<file path="config.mk">
export PLATFORM = sky130hd
export DESIGN_NAME = pmm_top
export DESIGN_NICKNAME = d
export VERILOG_FILES = /design/src/hdl/pmm_pkg.sv /design/src/hdl/pmm_top.sv
export SDC_FILE = /design/constraint.sdc
export NUM_CORES = 1
export LEC_CHECK = 0
export BUFFER_PORTS_ARGS = -buffer_cell sky130_fd_sc_hd__buf_4
export CAP_MARGIN = 20
export CELL_PAD_IN_SITES_DETAIL_PLACEMENT = 0
export CELL_PAD_IN_SITES_GLOBAL_PLACEMENT = 1
export CORE_MARGIN = 2
export CORE_UTILIZATION = 30
export DETAILED_ROUTE_END_ITERATION = 10
export PLACE_DENSITY = 0.83
export SETUP_SLACK_MARGIN = 0.1
export SKIP_LAST_GASP = 1
export SYNTH_ARGS = -nofsm -noshare
export SYNTH_HDL_FRONTEND = slang
export SYNTH_SLANG_ARGS = --single-unit
</file>
<file path="constraint.sdc">
create_clock -name clk -period 4.2 [get_ports clk]
set_input_delay 0.63 -clock clk [delete_from_list [all_inputs] [get_ports clk]]
set_output_delay 0.63 -clock clk [all_outputs]
set_load 0.01 [all_outputs]
</file>
<file path="src/hdl/pmm_pkg.sv">
// Purpose: Shared constants and types for the program memory map and mode select block.
// Assumes: AHB-Lite register access with 32-bit data, one word per register.
// Notes: All offsets are byte addresses.
package pmm_pkg;
  localparam int unsigned PC_W          = 21;
  localparam logic [20:0] RESET_VEC     = 21'h000000;
  localparam logic [20:0] HI_VEC        = 21'h000008;
  localparam logic [20:0] LO_VEC        = 21'h000018;
  localparam logic [20:0] CFG_BLK_BYTES = 21'h000008;
  localparam logic [7:0]  CFG_RST       = 8'hF8;
  localparam logic [7:0]  CFG_IMPL_MASK = 8'hF8;
  localparam int unsigned WAIT_BIT      = 7;
  localparam int unsigned WIDTH_BIT     = 6;
  localparam int unsigned MODE_HI       = 5;
  localparam int unsigned MODE_LO       = 4;
  localparam int unsigned SHIFT_BIT     = 3;
  localparam logic [11:0] OFF_CFG       = 12'h000;
  localparam logic [11:0] OFF_STAT      = 12'h004;
  localparam logic [11:0] OFF_WAITCNT   = 12'h008;
  localparam logic [1:0]  HTRANS_NONSEQ = 2'h2;

  typedef enum logic [1:0] {
    MODE_EXT20  = 2'b00,
    MODE_EXT16  = 2'b01,
    MODE_EXT12  = 2'b10,
    MODE_ONCHIP = 2'b11
  } pmm_mode_e;

  typedef struct packed {
    logic        ext_sel;
    logic [20:0] ext_addr;
    logic [20:0] int_addr;
  } pmm_route_s;
endpackage : pmm_pkg

</file>
<file path="src/hdl/pmm_top.sv">
// Purpose: Program memory map, fetch routing and external bus configuration byte.
// Assumes: Configuration words are read from flash by this block after reset.
// Notes: Bus registers answer with zero wait states.
`timescale 1ns/1ps
module pmm_top
  import pmm_pkg::*;
#(
  parameter logic [20:0] ONCHIP_SIZE = 21'h020000,
  parameter bit          PKG_80PIN   = 1'b1
) (
  input  wire logic        clk,
  input  wire logic        rst,
  input  wire logic        hsel,
  input  wire logic [31:0] haddr,
  input  wire logic [1:0]  htrans,
  input  wire logic        hwrite,
  input  wire logic [2:0]  hsize,
  input  wire logic [31:0] hwdata,
  input  wire logic        hready,
  output logic [31:0]      hrdata,
  output logic             hreadyout,
  output logic             hresp,
  input  wire logic        fetch_req,
  input  wire logic        pc_load,
  input  wire logic [20:0] pc_load_val,
  input  wire logic        vec_hi,
  input  wire logic        vec_lo,
  output logic [20:0]      pc,
  output logic             flash_rd,
  output logic [20:0]      flash_addr,
  input  wire logic [7:0]  flash_data,
  input  wire logic [15:0] int_rdata,
  input  wire logic [15:0] ext_rdata,
  output logic [15:0]      fetch_data,
  output logic             ext_sel,
  output logic [20:0]      ext_addr,
  output logic [20:0]      int_addr,
  output logic             ext_bus_en,
  output logic             ext_wide,
  output logic             ext_wait_en,
  output logic [1:0]       ext_wait_cnt,
  output logic             cfg_ready,
  output logic             data_ram_en
);
  typedef enum logic [1:0] {
    ST_LOAD = 2'b00,
    ST_RUN  = 2'b01
  } pmm_state_e;

  function automatic logic [4:0] addr_bits(input logic [1:0] m);
    unique case (m)
      MODE_EXT12: addr_bits = 5'd12;
      MODE_EXT16: addr_bits = 5'd16;
      default:    addr_bits = 5'd20;
    endcase
  endfunction : addr_bits

  // Small package parts have none of the option bits, so they always read as zero.
  function automatic logic [7:0] cfg_view(input logic [7:0] c);
    cfg_view = PKG_80PIN ? (c & CFG_IMPL_MASK) : 8'h00;
  endfunction : cfg_view

  localparam logic [20:0] CFG_BASE = ONCHIP_SIZE - CFG_BLK_BYTES;

  pmm_state_e  st_q, st_d;
  logic [2:0]  idx_q, idx_d;
  logic [7:0]  cfg_q, cfg_d;
  logic        wo_q, wo_d;
  logic [1:0]  wcnt_q, wcnt_d;
  logic [20:0] pc_q, pc_d;
  logic        wr_q, wr_d;
  logic [11:0] wa_q, wa_d;
  logic        rd_q, rd_d;
  logic [31:0] rdat_q, rdat_d;
  logic [7:0]  cfg_eff;
  logic [1:0]  mode;
  logic        onchip;
  logic [20:0] raw, mask;
  pmm_route_s  rt;

  // The mode and option bits are absent on the small package.
  assign cfg_eff = cfg_view(cfg_q);
  assign mode    = PKG_80PIN ? cfg_eff[MODE_HI:MODE_LO] : MODE_ONCHIP;
  assign onchip  = (mode == MODE_ONCHIP);

  // Configuration byte sits at block offset 4 (third word, low byte); word four is skipped.
  always_comb begin
    st_d  = st_q;
    idx_d = idx_q;
    cfg_d = cfg_q;
    wo_d  = wo_q;
    if (st_q == ST_LOAD) begin
      idx_d = idx_q + 3'd1;
      if (idx_q == 3'd4) begin
        cfg_d = flash_data & CFG_IMPL_MASK;
      end
      if (idx_q == 3'd5) begin
        st_d = ST_RUN;
      end
    end else if (wr_q && wa_q == OFF_CFG && !wo_q) begin
      cfg_d = hwdata[7:0] & CFG_IMPL_MASK;
      wo_d  = 1'b1;
    end
  end

  assign flash_rd   = (st_q == ST_LOAD);
  assign flash_addr = CFG_BASE + {18'h0, idx_q};
  assign cfg_ready  = (st_q == ST_RUN);

  always_comb begin
    pc_d = pc_q;
    if (st_q == ST_RUN) begin
      if (vec_hi) begin
        pc_d = HI_VEC;
      end else if (vec_lo) begin
        pc_d = LO_VEC;
      end else if (pc_load) begin
        pc_d = {pc_load_val[20:1], 1'b0};
      end else if (fetch_req) begin
        pc_d = pc_q + 21'h000002;
      end
    end
  end

  always_comb begin
    raw         = pc_q - ONCHIP_SIZE;
    mask        = 21'h1FFFFF >> (5'd21 - addr_bits(mode));
    rt.ext_sel  = !onchip && (pc_q >= ONCHIP_SIZE);
    rt.int_addr = pc_q;
    rt.ext_addr = 21'h000000;
    if (rt.ext_sel) begin
      rt.ext_addr = (cfg_eff[SHIFT_BIT] ? raw : pc_q) & mask;
    end
  end

  always_comb begin
    if (rt.ext_sel) begin
      fetch_data = ext_rdata;
    end else if (pc_q < ONCHIP_SIZE) begin
      fetch_data = int_rdata;
    end else begin
      fetch_data = 16'h0000;
    end
  end

  assign pc           = pc_q;
  assign ext_sel      = rt.ext_sel;
  assign ext_addr     = rt.ext_addr;
  assign int_addr     = rt.int_addr;
  assign ext_bus_en   = !onchip;
  assign ext_wide     = cfg_eff[WIDTH_BIT];
  assign ext_wait_en  = !onchip && !cfg_eff[WAIT_BIT];
  assign ext_wait_cnt = ext_wait_en ? wcnt_q : 2'h0;
  assign data_ram_en  = 1'b1;

  // AHB-Lite slave, zero wait states, always OKAY.
  always_comb begin
    wr_d   = 1'b0;
    rd_d   = 1'b0;
    wa_d   = wa_q;
    wcnt_d = wcnt_q;
    rdat_d = rdat_q;
    if (hsel && hready && htrans == HTRANS_NONSEQ) begin
      wr_d = hwrite;
      rd_d = !hwrite;
      wa_d = haddr[11:0];
    end
    if (wr_q && wa_q == OFF_WAITCNT) begin
      wcnt_d = hwdata[5:4];
    end
    // Config byte, write-once flag and wait count come from next-state values so a read right behind a write sees the new value.
    if (hsel && hready && htrans == HTRANS_NONSEQ && !hwrite) begin
      unique case (haddr[11:0])
        OFF_CFG:     rdat_d = {24'h0, cfg_view(cfg_d)};
        OFF_STAT:    rdat_d = {27'h0, rt.ext_sel, onchip, wo_d, cfg_ready, 1'b0};
        OFF_WAITCNT: rdat_d = {26'h0, wcnt_d, 4'h0};
        default:     rdat_d = 32'h00000000;
      endcase
    end
  end

  assign hrdata    = rdat_q;
  assign hreadyout = 1'b1;
  assign hresp     = 1'b0;

  always_ff @(posedge clk or posedge rst) begin
    if (rst) begin
      st_q   <= ST_LOAD;
      idx_q  <= 3'h0;
      cfg_q  <= CFG_RST;
      wo_q   <= 1'b0;
      wcnt_q <= 2'h0;
      pc_q   <= RESET_VEC;
      wr_q   <= 1'b0;
      wa_q   <= 12'h000;
      rd_q   <= 1'b0;
      rdat_q <= 32'h00000000;
    end else begin
      st_q   <= st_d;
      idx_q  <= idx_d;
      cfg_q  <= cfg_d;
      wo_q   <= wo_d;
      wcnt_q <= wcnt_d;
      pc_q   <= pc_d;
      wr_q   <= wr_d;
      wa_q   <= wa_d;
      rd_q   <= rd_d;
      rdat_q <= rdat_d;
    end
  end
endmodule : pmm_top

</file>
==> results of run 1 <==
==> worst register-to-register path: stages (launching register included) <==
cell and delay [ns]:
dfrtp_1 0.81, nor3b_2 0.53, nand3_1 0.53, nor2_1 0.24, nor2_1 0.06, o22a_1 0.19
==> cell usage in the layout, fill, tap and decap left out, types with 3 or more instances in the layout <==
cell | Yosys | routed
conb_1 | 2 | 50
mux2_2 | 15 | 15
nor4_1 | 9 | 9
inv_1 | 17 | 16
nand2b_1 | 3 | 3
o21ai_0 | 39 | 39
a31oi_1 | 6 | 6
nand3_1 | 9 | 9
or4_1 | 3 | 3
a21oi_1 | 14 | 14
nand2_1 | 59 | 59
nand4_1 | 9 | 9
buf_4 | 70 | 182
ha_1 | 9 | 9
dfstp_2 | 5 | 5
nor2_1 | 30 | 30
o31ai_1 | 3 | 3
nor4b_1 | 3 | 3
mux2i_1 | 4 | 4
xnor2_1 | 3 | 3
and2_1 | 18 | 18
a32oi_1 | 7 | 7
nor3_1 | 6 | 6
clkbuf_16 | 0 | 5
and3_1 | 9 | 9
dfrtp_1 | 47 | 47
a22oi_1 | 4 | 4
a211oi_1 | 7 | 7
==> cells by family after synthesis <==
group                    after synthesis  share of synthesized area (%)
AO/OA/AOI/OAI                        103                           17.0
XOR/XNOR                               4                          0.896
adder cells (fa/ha/maj)                9                           2.88
buffers and inverters                107                           17.2
flip-flops                            52                           33.4
multiplexers                          19                           5.34
other                                  2                          0.192
AND/OR/NAND/NOR                      173                           23.1
==> registers in the layout, indices dropped and copies added (netlist names) <==
| register | flops |
|---|---|
| wo_q | 1 |
| st_q | 1 |
| idx_q | 3 |
| int_addr | 20 |
| wcnt_q | 2 |
| wr_q | 1 |
| hrdata | 7 |
| cfg_q | 5 |
| wa_q | 12 |
==> cell type report <==
type | count | area, sq um
Clock buffer | 5 | 125
Clock inverter | 3 | 21.3
Fill cell | 1267 | 7460
Inverter | 17 | 63.8
Multi-Input combinational cell | 358 | 2110
Sequential cell | 52 | 1310
Tap cell | 172 | 215
Timing Repair Buffer | 182 | 1370
==> worst max path at each step <==
stage                             from           end  cells after the start
after detailed placement      cfg_q[4]  ext_addr[10]                      7
after global placement        cfg_q[4]   ext_addr[1]                      7
final                         cfg_q[4]  ext_addr[18]                      8
after CTS                     cfg_q[4]  ext_addr[10]                      7
after floorplan           int_addr[17]  ext_addr[10]                      7
after global routing          cfg_q[4]   ext_addr[9]                      7
==> metrics by stage <==
step / std cells / instance area (sq um) / hold WS [ns]
after global placement: 781 / 5070 / 0.472
final: 789 / 5210 / 0.489
after CTS: 789 / 5210 / 0.500
after detailed placement: 781 / 5070 / 0.482
after global routing: 789 / 5210 / 0.526
after floorplan: 517 / 4090 / 0.473
==> per-layer routing <==
layer | vias up | global-route usage [%] | share of wire, %
li1 | 1837 | - | -
met1 | 1828 | 21.2 | 42
met2 | 177 | 28.4 | 50
met3 | 8 | 3.72 | 6.8
met4 | 0 | 3.92 | 0.99
met5 | - | 0 | 0
==> report_power, final <==
| group | switching, mW | total [mW] | internal [mW] | leakage [nW] |
|---|---|---|---|---|
| combinational | 0.176 | 0.345 | 0.169 | 1.83 |
| sequential | 0.0441 | 0.584 | 0.540 | 0.654 |
| clock | 0.193 | 0.416 | 0.222 | 0.0702 |
| total | 0.413 | 1.34 | 0.931 | 2.55 |
==> results.yml, run 1 <==
timing:
  tightest_slew_ns: 0.738
  rsz0062_at_grt: "false"
  maxClockFrequency_mhz: 314
  timing.final.ws_setup_ns: 1.02
  drv_slew: 0
  skew_ns: 0.00587
  fin_tns_setup_ns: 0
  setup_viol: 0
  hold_viol: 0
  min_period_ns: 3.18
  finalCritPeriodShare_pct: 75.8
  slew_headroom_pct: 50.5
clock_network:
  clkSlewWorstSetupHoldPaths_ns: 0.07
  post_cts.repair.setup_buffers: 0
  ctsHoldBuffers: 0
  clock-sinks: 52
  cts_buffers: 5
  clk_latency_ns: 0.29
  cts_tree: "done"
  cts_root_buf: "clkbuf_16"
  cts.path.max_buffers: 2
  cts_max_level: 2
  cts_resized: 0
worst_hold_path:
  hold_class: "flip-flop to flip-flop"
  holdPathStages: 2
  min_to: "hrdata[3]"
  min_from: "hrdata[3]"
routing:
  route.detailed.drc: 0
  wl_per_cell_um: 15.5
  vias: 3850
  totalWireLength_um: 12200
  drt_iter0_markers: 317
  drtPass1Iterations: 4
  vias_per_cell: 4.88
  antenna_left: 0
synth:
  synth_flop_cell: "dfrtp_1"
  synthCells: 469
  synth_edf_count: 0
  ys_seq_elements: 52
  ys_top_cells_by_area: "dfrtp_1, buf_4, nand2_1, o21ai_0, mux2_2"
  synth_warnings: 0
  synth_largest_area_cell: "dfrtp_1"
  yosysMostFrequentCell: "buf_4"
  netlist_area_sq_mm: 0.00391
  synth_cell_types: 59
  synth_top_area_share_pct: 30.1
  ys_async_sr_fraction_pct: 100
  avgSynthCellArea_sq_um: 8.34
  yosys-top-cells-count: "buf_4, nand2_1, dfrtp_1, o21ai_0, nor2_1"
  seq_area_frac_synth_pct: 33.4
die:
  coreArea_sq_mm: 0.0127
  start_util_pct: 30.9
  rows: 41
  dieArea_sq_mm: 0.0140
  die_w_um: 118
  ios: 282
  dieHeight_um: 118
placed_design:
  post-place-ws_ns: 1.28
  dpl.hpwl_um: 9180
  io_buffers: 177
  gp_congestion: 0.812
setup_path:
  crit_top_cell: "buf_4"
  cp_slowest_stage_delay_ns: 0.40
  cp_top_family: "simple AND/OR/NAND/NOR gates"
  reg2reg_from: "st_q[0]"
  r2r-end: "int_addr[3]"
  regToRegSetupSlack_ns: 1.73
  cp.required_ns: 3.57
  r2r_cells: 5
  worst_path_max_delay_cell: "dfstp_2"
  crit_path_cell_trace: "ha_1 > nor4_1 > nand4_1 > o22ai_2 > buf_4 > nand2_1 > a211oi_1 > buf_4"
  end_kind: "output pin"
  cp_max_fo: 36
  worstPathArrival_ns: 2.55
  critPathLaunchType: "flip-flop"
  crit_type: "flip-flop to output pin"
  path_buf_inv: 2
layout:
  syn_to_final_growth_pct: 33.2
  finalCoreUtilization_pct: 41.1
  insertedDiodeCount: 0
  drive_above_1_share_pct: 35.8
  finalNetCount: 764
job:
  maxCapViolCount: 0
global_routing:
  overflow: 0
  antenna_found_initial: 0
  grt_usage_pct: 16.6
  grt_max_degree: 53
  grt_pass1_vias: 3564
  grt_pass1_wl_um: 18900
power_and_ir_drop:
  ir_drop_mv: 0.163
  p_per_area_mw_per_mm2: 258
  power_mw: 1.34
  power.leakage_nw: 2.55
outcome:
  outcome: "finished, final reports clean"
No activity file was read; power rests on OpenSTA's default activity.
==> inputs of run 2 (changes only) <==
CORE_UTILIZATION = 25   (was 30)
PLACE_DENSITY = 0.74   (was 0.83)
clock period = 2.75 ns   (was 4.2 ns; I/O delays follow)
==> results.yml, run 2 (same netlist as run 1, synthesis figures left out) <==
outcome:
  outcome: "finished, final reports clean"
power_and_ir_drop:
  p_int_mw: 1.47
  comb_power_share_pct: 27.2
  power.leakage_nw: 2.69
  p_sw_mw: 0.673
  ir_drop_mv: 0.249
  swShare_pct: 31.4
  p_per_area_mw_per_mm2: 386
  seqPwrFrac_pct: 41.2
  power_mw: 2.14
  pwr-share-clk_pct: 31.6
timing:
  fin_tns_setup_ns: 0
  min_period_ns: 2.53
  hold_viol: 0
  slew_headroom_pct: 47.3
  maxClockFrequency_mhz: 395
  setup_viol: 0
  tightest_slew_ns: 0.779
  timing.final.ws_setup_ns: 0.218
  drv_slew: 0
  skew_ns: 0.00845
  finalCritPeriodShare_pct: 92.1
  rsz0062_at_grt: "false"
clock_network:
  cts_buffers: 5
  ctsHoldBuffers: 0
  cts.path.max_buffers: 2
  clk_latency_ns: 0.30
  cts_max_level: 2
  clkSlewWorstSetupHoldPaths_ns: 0.08
  clock-sinks: 52
  cts_tree: "done"
  cts_root_buf: "clkbuf_16"
placed_design:
  post-place-ws_ns: 0.285
  gp_congestion: 0.809
  dpl.hpwl_um: 9670
  io_buffers: 177
die:
  rows: 45
  ios: 282
  die_w_um: 129
  dieArea_sq_mm: 0.0167
  coreArea_sq_mm: 0.0153
  dieHeight_um: 129
  start_util_pct: 25.6
layout:
  drive_above_1_share_pct: 39.7
  final_common_cell: "buf_4"
  insertedDiodeCount: 0
  largest_reg_flops: 20
  final_cell_mix: "buf_4, nand2_1, conb_1, dfrtp_1, o21ai_0"
  final.fill_count: 1577
  syn_to_final_growth_pct: 41.8
  finalNetCount: 785
global_routing:
  grt_max_degree: 53
  antenna_found_initial: 0
  grt_usage_pct: 14.7
  grt_pass1_vias: 3548
  grt_pass1_wl_um: 19200
  overflow: 0
setup_path:
  crit_path_cell_trace: "nor4_4 > nand4_1 > o22ai_4 > a21boi_4 > buf_6 > and2_1 > buf_4"
  cp.required_ns: 2.34
  end_kind: "output pin"
  cp_slowest_stage_delay_ns: 0.48
  worst_path_max_delay_cell: "dfrtp_2"
  crit_type: "flip-flop to output pin"
  cp_max_fo: 8
  critPathLaunchType: "flip-flop"
  worstPathArrival_ns: 2.12
routing:
  route.detailed.drc: 0
  drt_iter0_markers: 228
  wl_per_cell_um: 14.9
  totalWireLength_um: 12700
  vias_per_cell: 4.67
  drtPass1Iterations: 4
  vias: 3961
  antenna_left: 0
worst_hold_path:
  hold_class: "input port to asynchronous set/reset pin"
job:
  maxCapViolCount: 0
-- run 2: changes by cell type in the layout (fill, tap and decap cells not counted), moves of 2 or more --
cell and change:
buf_12 +2, buf_4 +16, buf_6 +3, dfrtp_1 -4, dfrtp_2 +4, nor4_1 -3, nor4_4 +2
-- run 2: per-layer routing --
layer	global-route usage [%]	share of wire, %	vias up
met4	4.60	2.0	0
li1	-	-	1887
met1	19.6	43	1888
met2	24.5	49	166
met3	2.27	5.4	20
met5	0	0	-
-- run 2: layout make-up --
cell class	instances	area [sq um]	area share, %
inverter	17	63.8	1.15
clock inverter	3	28.8	0.519
sequential	52	1310	23.7
clock buffer	5	125	2.25
tap	211	264	4.76
timing repair buffer	203	1560	28.1
multi-input combinational	358	2190	39.5
-- run 2: final timing paths --
| kind | from | end | slack, ns | cells after the start |
|---|---|---|---|---|
| hold / removal | rst | wr_q | 0.16 | 3 |
| setup / recovery | int_addr[12] | ext_addr[5] | 0.22 | 7 |
| hold reg to reg | hrdata[3] | hrdata[3] | 0.50 | 2 |
| max in group asynchronous | rst | cfg_q[6] | 2.30 | 3 |
| min in group clk | vec_hi | int_addr[4] | 0.32 | 2 |
| setup reg to reg | wa_q[10] | hrdata[4] | 0.53 | 5 |
-- run 2: power groups by stage --
stage	clock, mW	sequential (mW)	combinational [mW]
2_1_floorplan	0	0.886	0.336
3_3_place_gp	0	0.892	0.541
3_5_place_dp	0	0.897	0.550
4_1_cts	0.696	0.881	0.584
5_1_grt	0.725	0.893	0.641
6_report	0.677	0.884	0.584
-- run 2: worst max-delay path, delay by kind of cell, from the launching register on --
family / cells / cell delay [ns]
AO/OA/AOI/OAI: 2 / 0.43
buffers and inverters: 2 / 0.27
flip-flops: 1 / 0.48
AND/OR/NAND/NOR: 3 / 0.62
-- run 2: what timing repair did --
action | CTS | global route
resized for setup | 16 | 8
endpoints found under the setup margin | 33 | 33
pin swaps | 3 | 3
buffers inserted | 4 | 3
cloned | 1 | 0
-- run 2: through the flow --
| stage | hold slack, ns | utilization [%] | instance area (sq um) | instances |
|---|---|---|---|---|
| detailed placement | 0.487 | 34.2 | 5230 | 833 |
| finish | 0.162 | 36.4 | 5550 | 849 |
| CTS | 0.170 | 36.0 | 5490 | 846 |
| global route | 0.185 | 36.4 | 5550 | 849 |
| floorplan | 0.473 | - | 4090 | 517 |
| global placement | 0.475 | 34.2 | 5230 | 833 |
==> inputs of run 3 (changes only) <==
MAX_ROUTING_LAYER = met4   (was unset)
==> results.yml, run 3 (same netlist as run 1, synthesis figures left out) <==
timing:
  drv_slew: 0
  tightest_slew_ns: 0.774
  finalCritPeriodShare_pct: 92.0
  slew_headroom_pct: 47.6
  setup_viol: 0
  rsz0062_at_grt: "false"
  maxClockFrequency_mhz: 395
  skew_ns: 0.00855
  fin_tns_setup_ns: 0
  min_period_ns: 2.53
  whs_ns: 0.161
  hold_viol: 0
power_and_ir_drop:
  p_sw_mw: 0.672
  comb_power_share_pct: 27.2
  power.leakage_nw: 2.69
  p_per_area_mw_per_mm2: 386
  power_mw: 2.14
  p_int_mw: 1.47
  swShare_pct: 31.4
  ir_drop_mv: 0.249
  seqPwrFrac_pct: 41.2
  pwr-share-clk_pct: 31.5
routing:
  totalWireLength_um: 12600
  drtPass1Iterations: 4
  drt_iter0_markers: 187
  vias_per_cell: 4.63
  vias: 3935
  antenna_left: 0
  wl_per_cell_um: 14.9
  route.detailed.drc: 0
layout:
  final_cell_area_sq_mm: 0.00555
  drive_above_1_share_pct: 39.7
  insertedDiodeCount: 0
  finalCoreUtilization_pct: 36.4
  finalNetCount: 785
  multi_input_comb_area_sq_mm: 0.00219
  final.fill_count: 1577
  final_common_cell: "buf_4"
  ff_latch_area_sq_mm: 0.00131
  final_cell_mix: "buf_4, nand2_1, conb_1, dfrtp_1, o21ai_0"
  largest_reg_flops: 20
  syn_to_final_growth_pct: 41.8
die:
  rows: 45
  start_util_pct: 25.6
  coreArea_sq_mm: 0.0153
  dieArea_sq_mm: 0.0167
  dieHeight_um: 129
  ios: 282
  die_w_um: 129
placed_design:
  io_buffers: 177
  post_dp_cell_area_sq_mm: 0.00523
  dpl.hpwl_um: 9670
  gp_congestion: 0.821
clock_network:
  clock-sinks: 52
  cts_root_buf: "clkbuf_16"
  clk_latency_ns: 0.30
  cts_buffers: 5
  clkSlewWorstSetupHoldPaths_ns: 0.08
  cts.path.max_buffers: 2
  cts_tree: "done"
  cts_max_level: 2
setup_path:
  crit_path_cell_trace: "nor4_4 > nand4_1 > o22ai_4 > a21boi_4 > buf_6 > and2_1 > buf_4"
  path_buf_inv: 2
  cp_top_family: "simple AND/OR/NAND/NOR gates"
  end_kind: "output pin"
  cp.required_ns: 2.34
  worstPathArrival_ns: 2.12
  worst_path_max_delay_cell: "dfrtp_2"
  cp_slowest_stage_delay_ns: 0.47
  critPathLaunchType: "flip-flop"
  cp_max_fo: 8
  crit_type: "flip-flop to output pin"
job:
  maxCapViolCount: 0
global_routing:
  grt_usage_pct: 15.1
  grt_pass1_wl_um: 19200
  antenna_found_initial: 0
  grt_pass1_vias: 3545
  grt_max_degree: 53
  overflow: 0
outcome:
  outcome: "finished, final reports clean"
worst_hold_path:
  hold_class: "input port to asynchronous set/reset pin"
==> run 3: cell counts in the layout (fill, tap and decap cells not counted) <==
No cell type changed its count.
==> run 3: per-layer routing <==
metal	track usage, %	vias up	routed length, um
li1	-	1886	-
met1	19.6	1859	5430
met2	24.5	170	6260
met3	2.19	20	711
met4	4.60	0	247
met5	-	-	0
==> run 3: final timing paths <==
check                             start     endpoint  slack (ns)  cells after the start
setup / recovery           int_addr[15]  ext_addr[5]        0.22                      7
hold / removal                      rst         wr_q        0.16                      3
setup reg to reg               wa_q[10]    hrdata[5]        0.53                      5
hold reg to reg               hrdata[3]    hrdata[3]        0.50                      2
max in group asynchronous           rst     cfg_q[6]        2.30                      3
min in group clk                 vec_hi  int_addr[4]        0.32                      2
==> run 3: timing repair <==
item / in CTS / in global routing
hold endpoints to repair: 0 / 0
resized for setup: 16 / 8
pin swaps: 3 / 3
setup buffers: 4 / 3
endpoints found under the setup margin: 33 / 33
gates cloned: 1 / 0
hold buffers: 0 / 0
==> run 3: area by class of cell <==
type,count,area share [%]
clock buffer,5,2.25
inverter,17,1.15
multi-input combinational,358,39.5
sequential,52,23.7
timing repair buffer,203,28.1
tap,211,4.76
clock inverter,3,0.519
==> run 3: power by group through the flow <==
stage | clock [mW] | sequential, mW | combinational, mW
floorplan | 0 | 0.886 | 0.336
global placement | 0 | 0.892 | 0.541
detailed placement | 0 | 0.897 | 0.550
CTS | 0.696 | 0.881 | 0.584
global route | 0.725 | 0.893 | 0.641
finish | 0.676 | 0.884 | 0.583
==> run 3: through the flow <==
stage,cells,setup WS [ns]
final,849,0.219
after global routing,849,0.0981
after CTS,846,0.107
after detailed placement,833,0.285
after global placement,833,0.299
after floorplan,517,0.520
==> run 3: worst min-delay path: stages <==
cell	delay, ns
buf_4	0.11
inv_2	0.06
buf_12	0.28
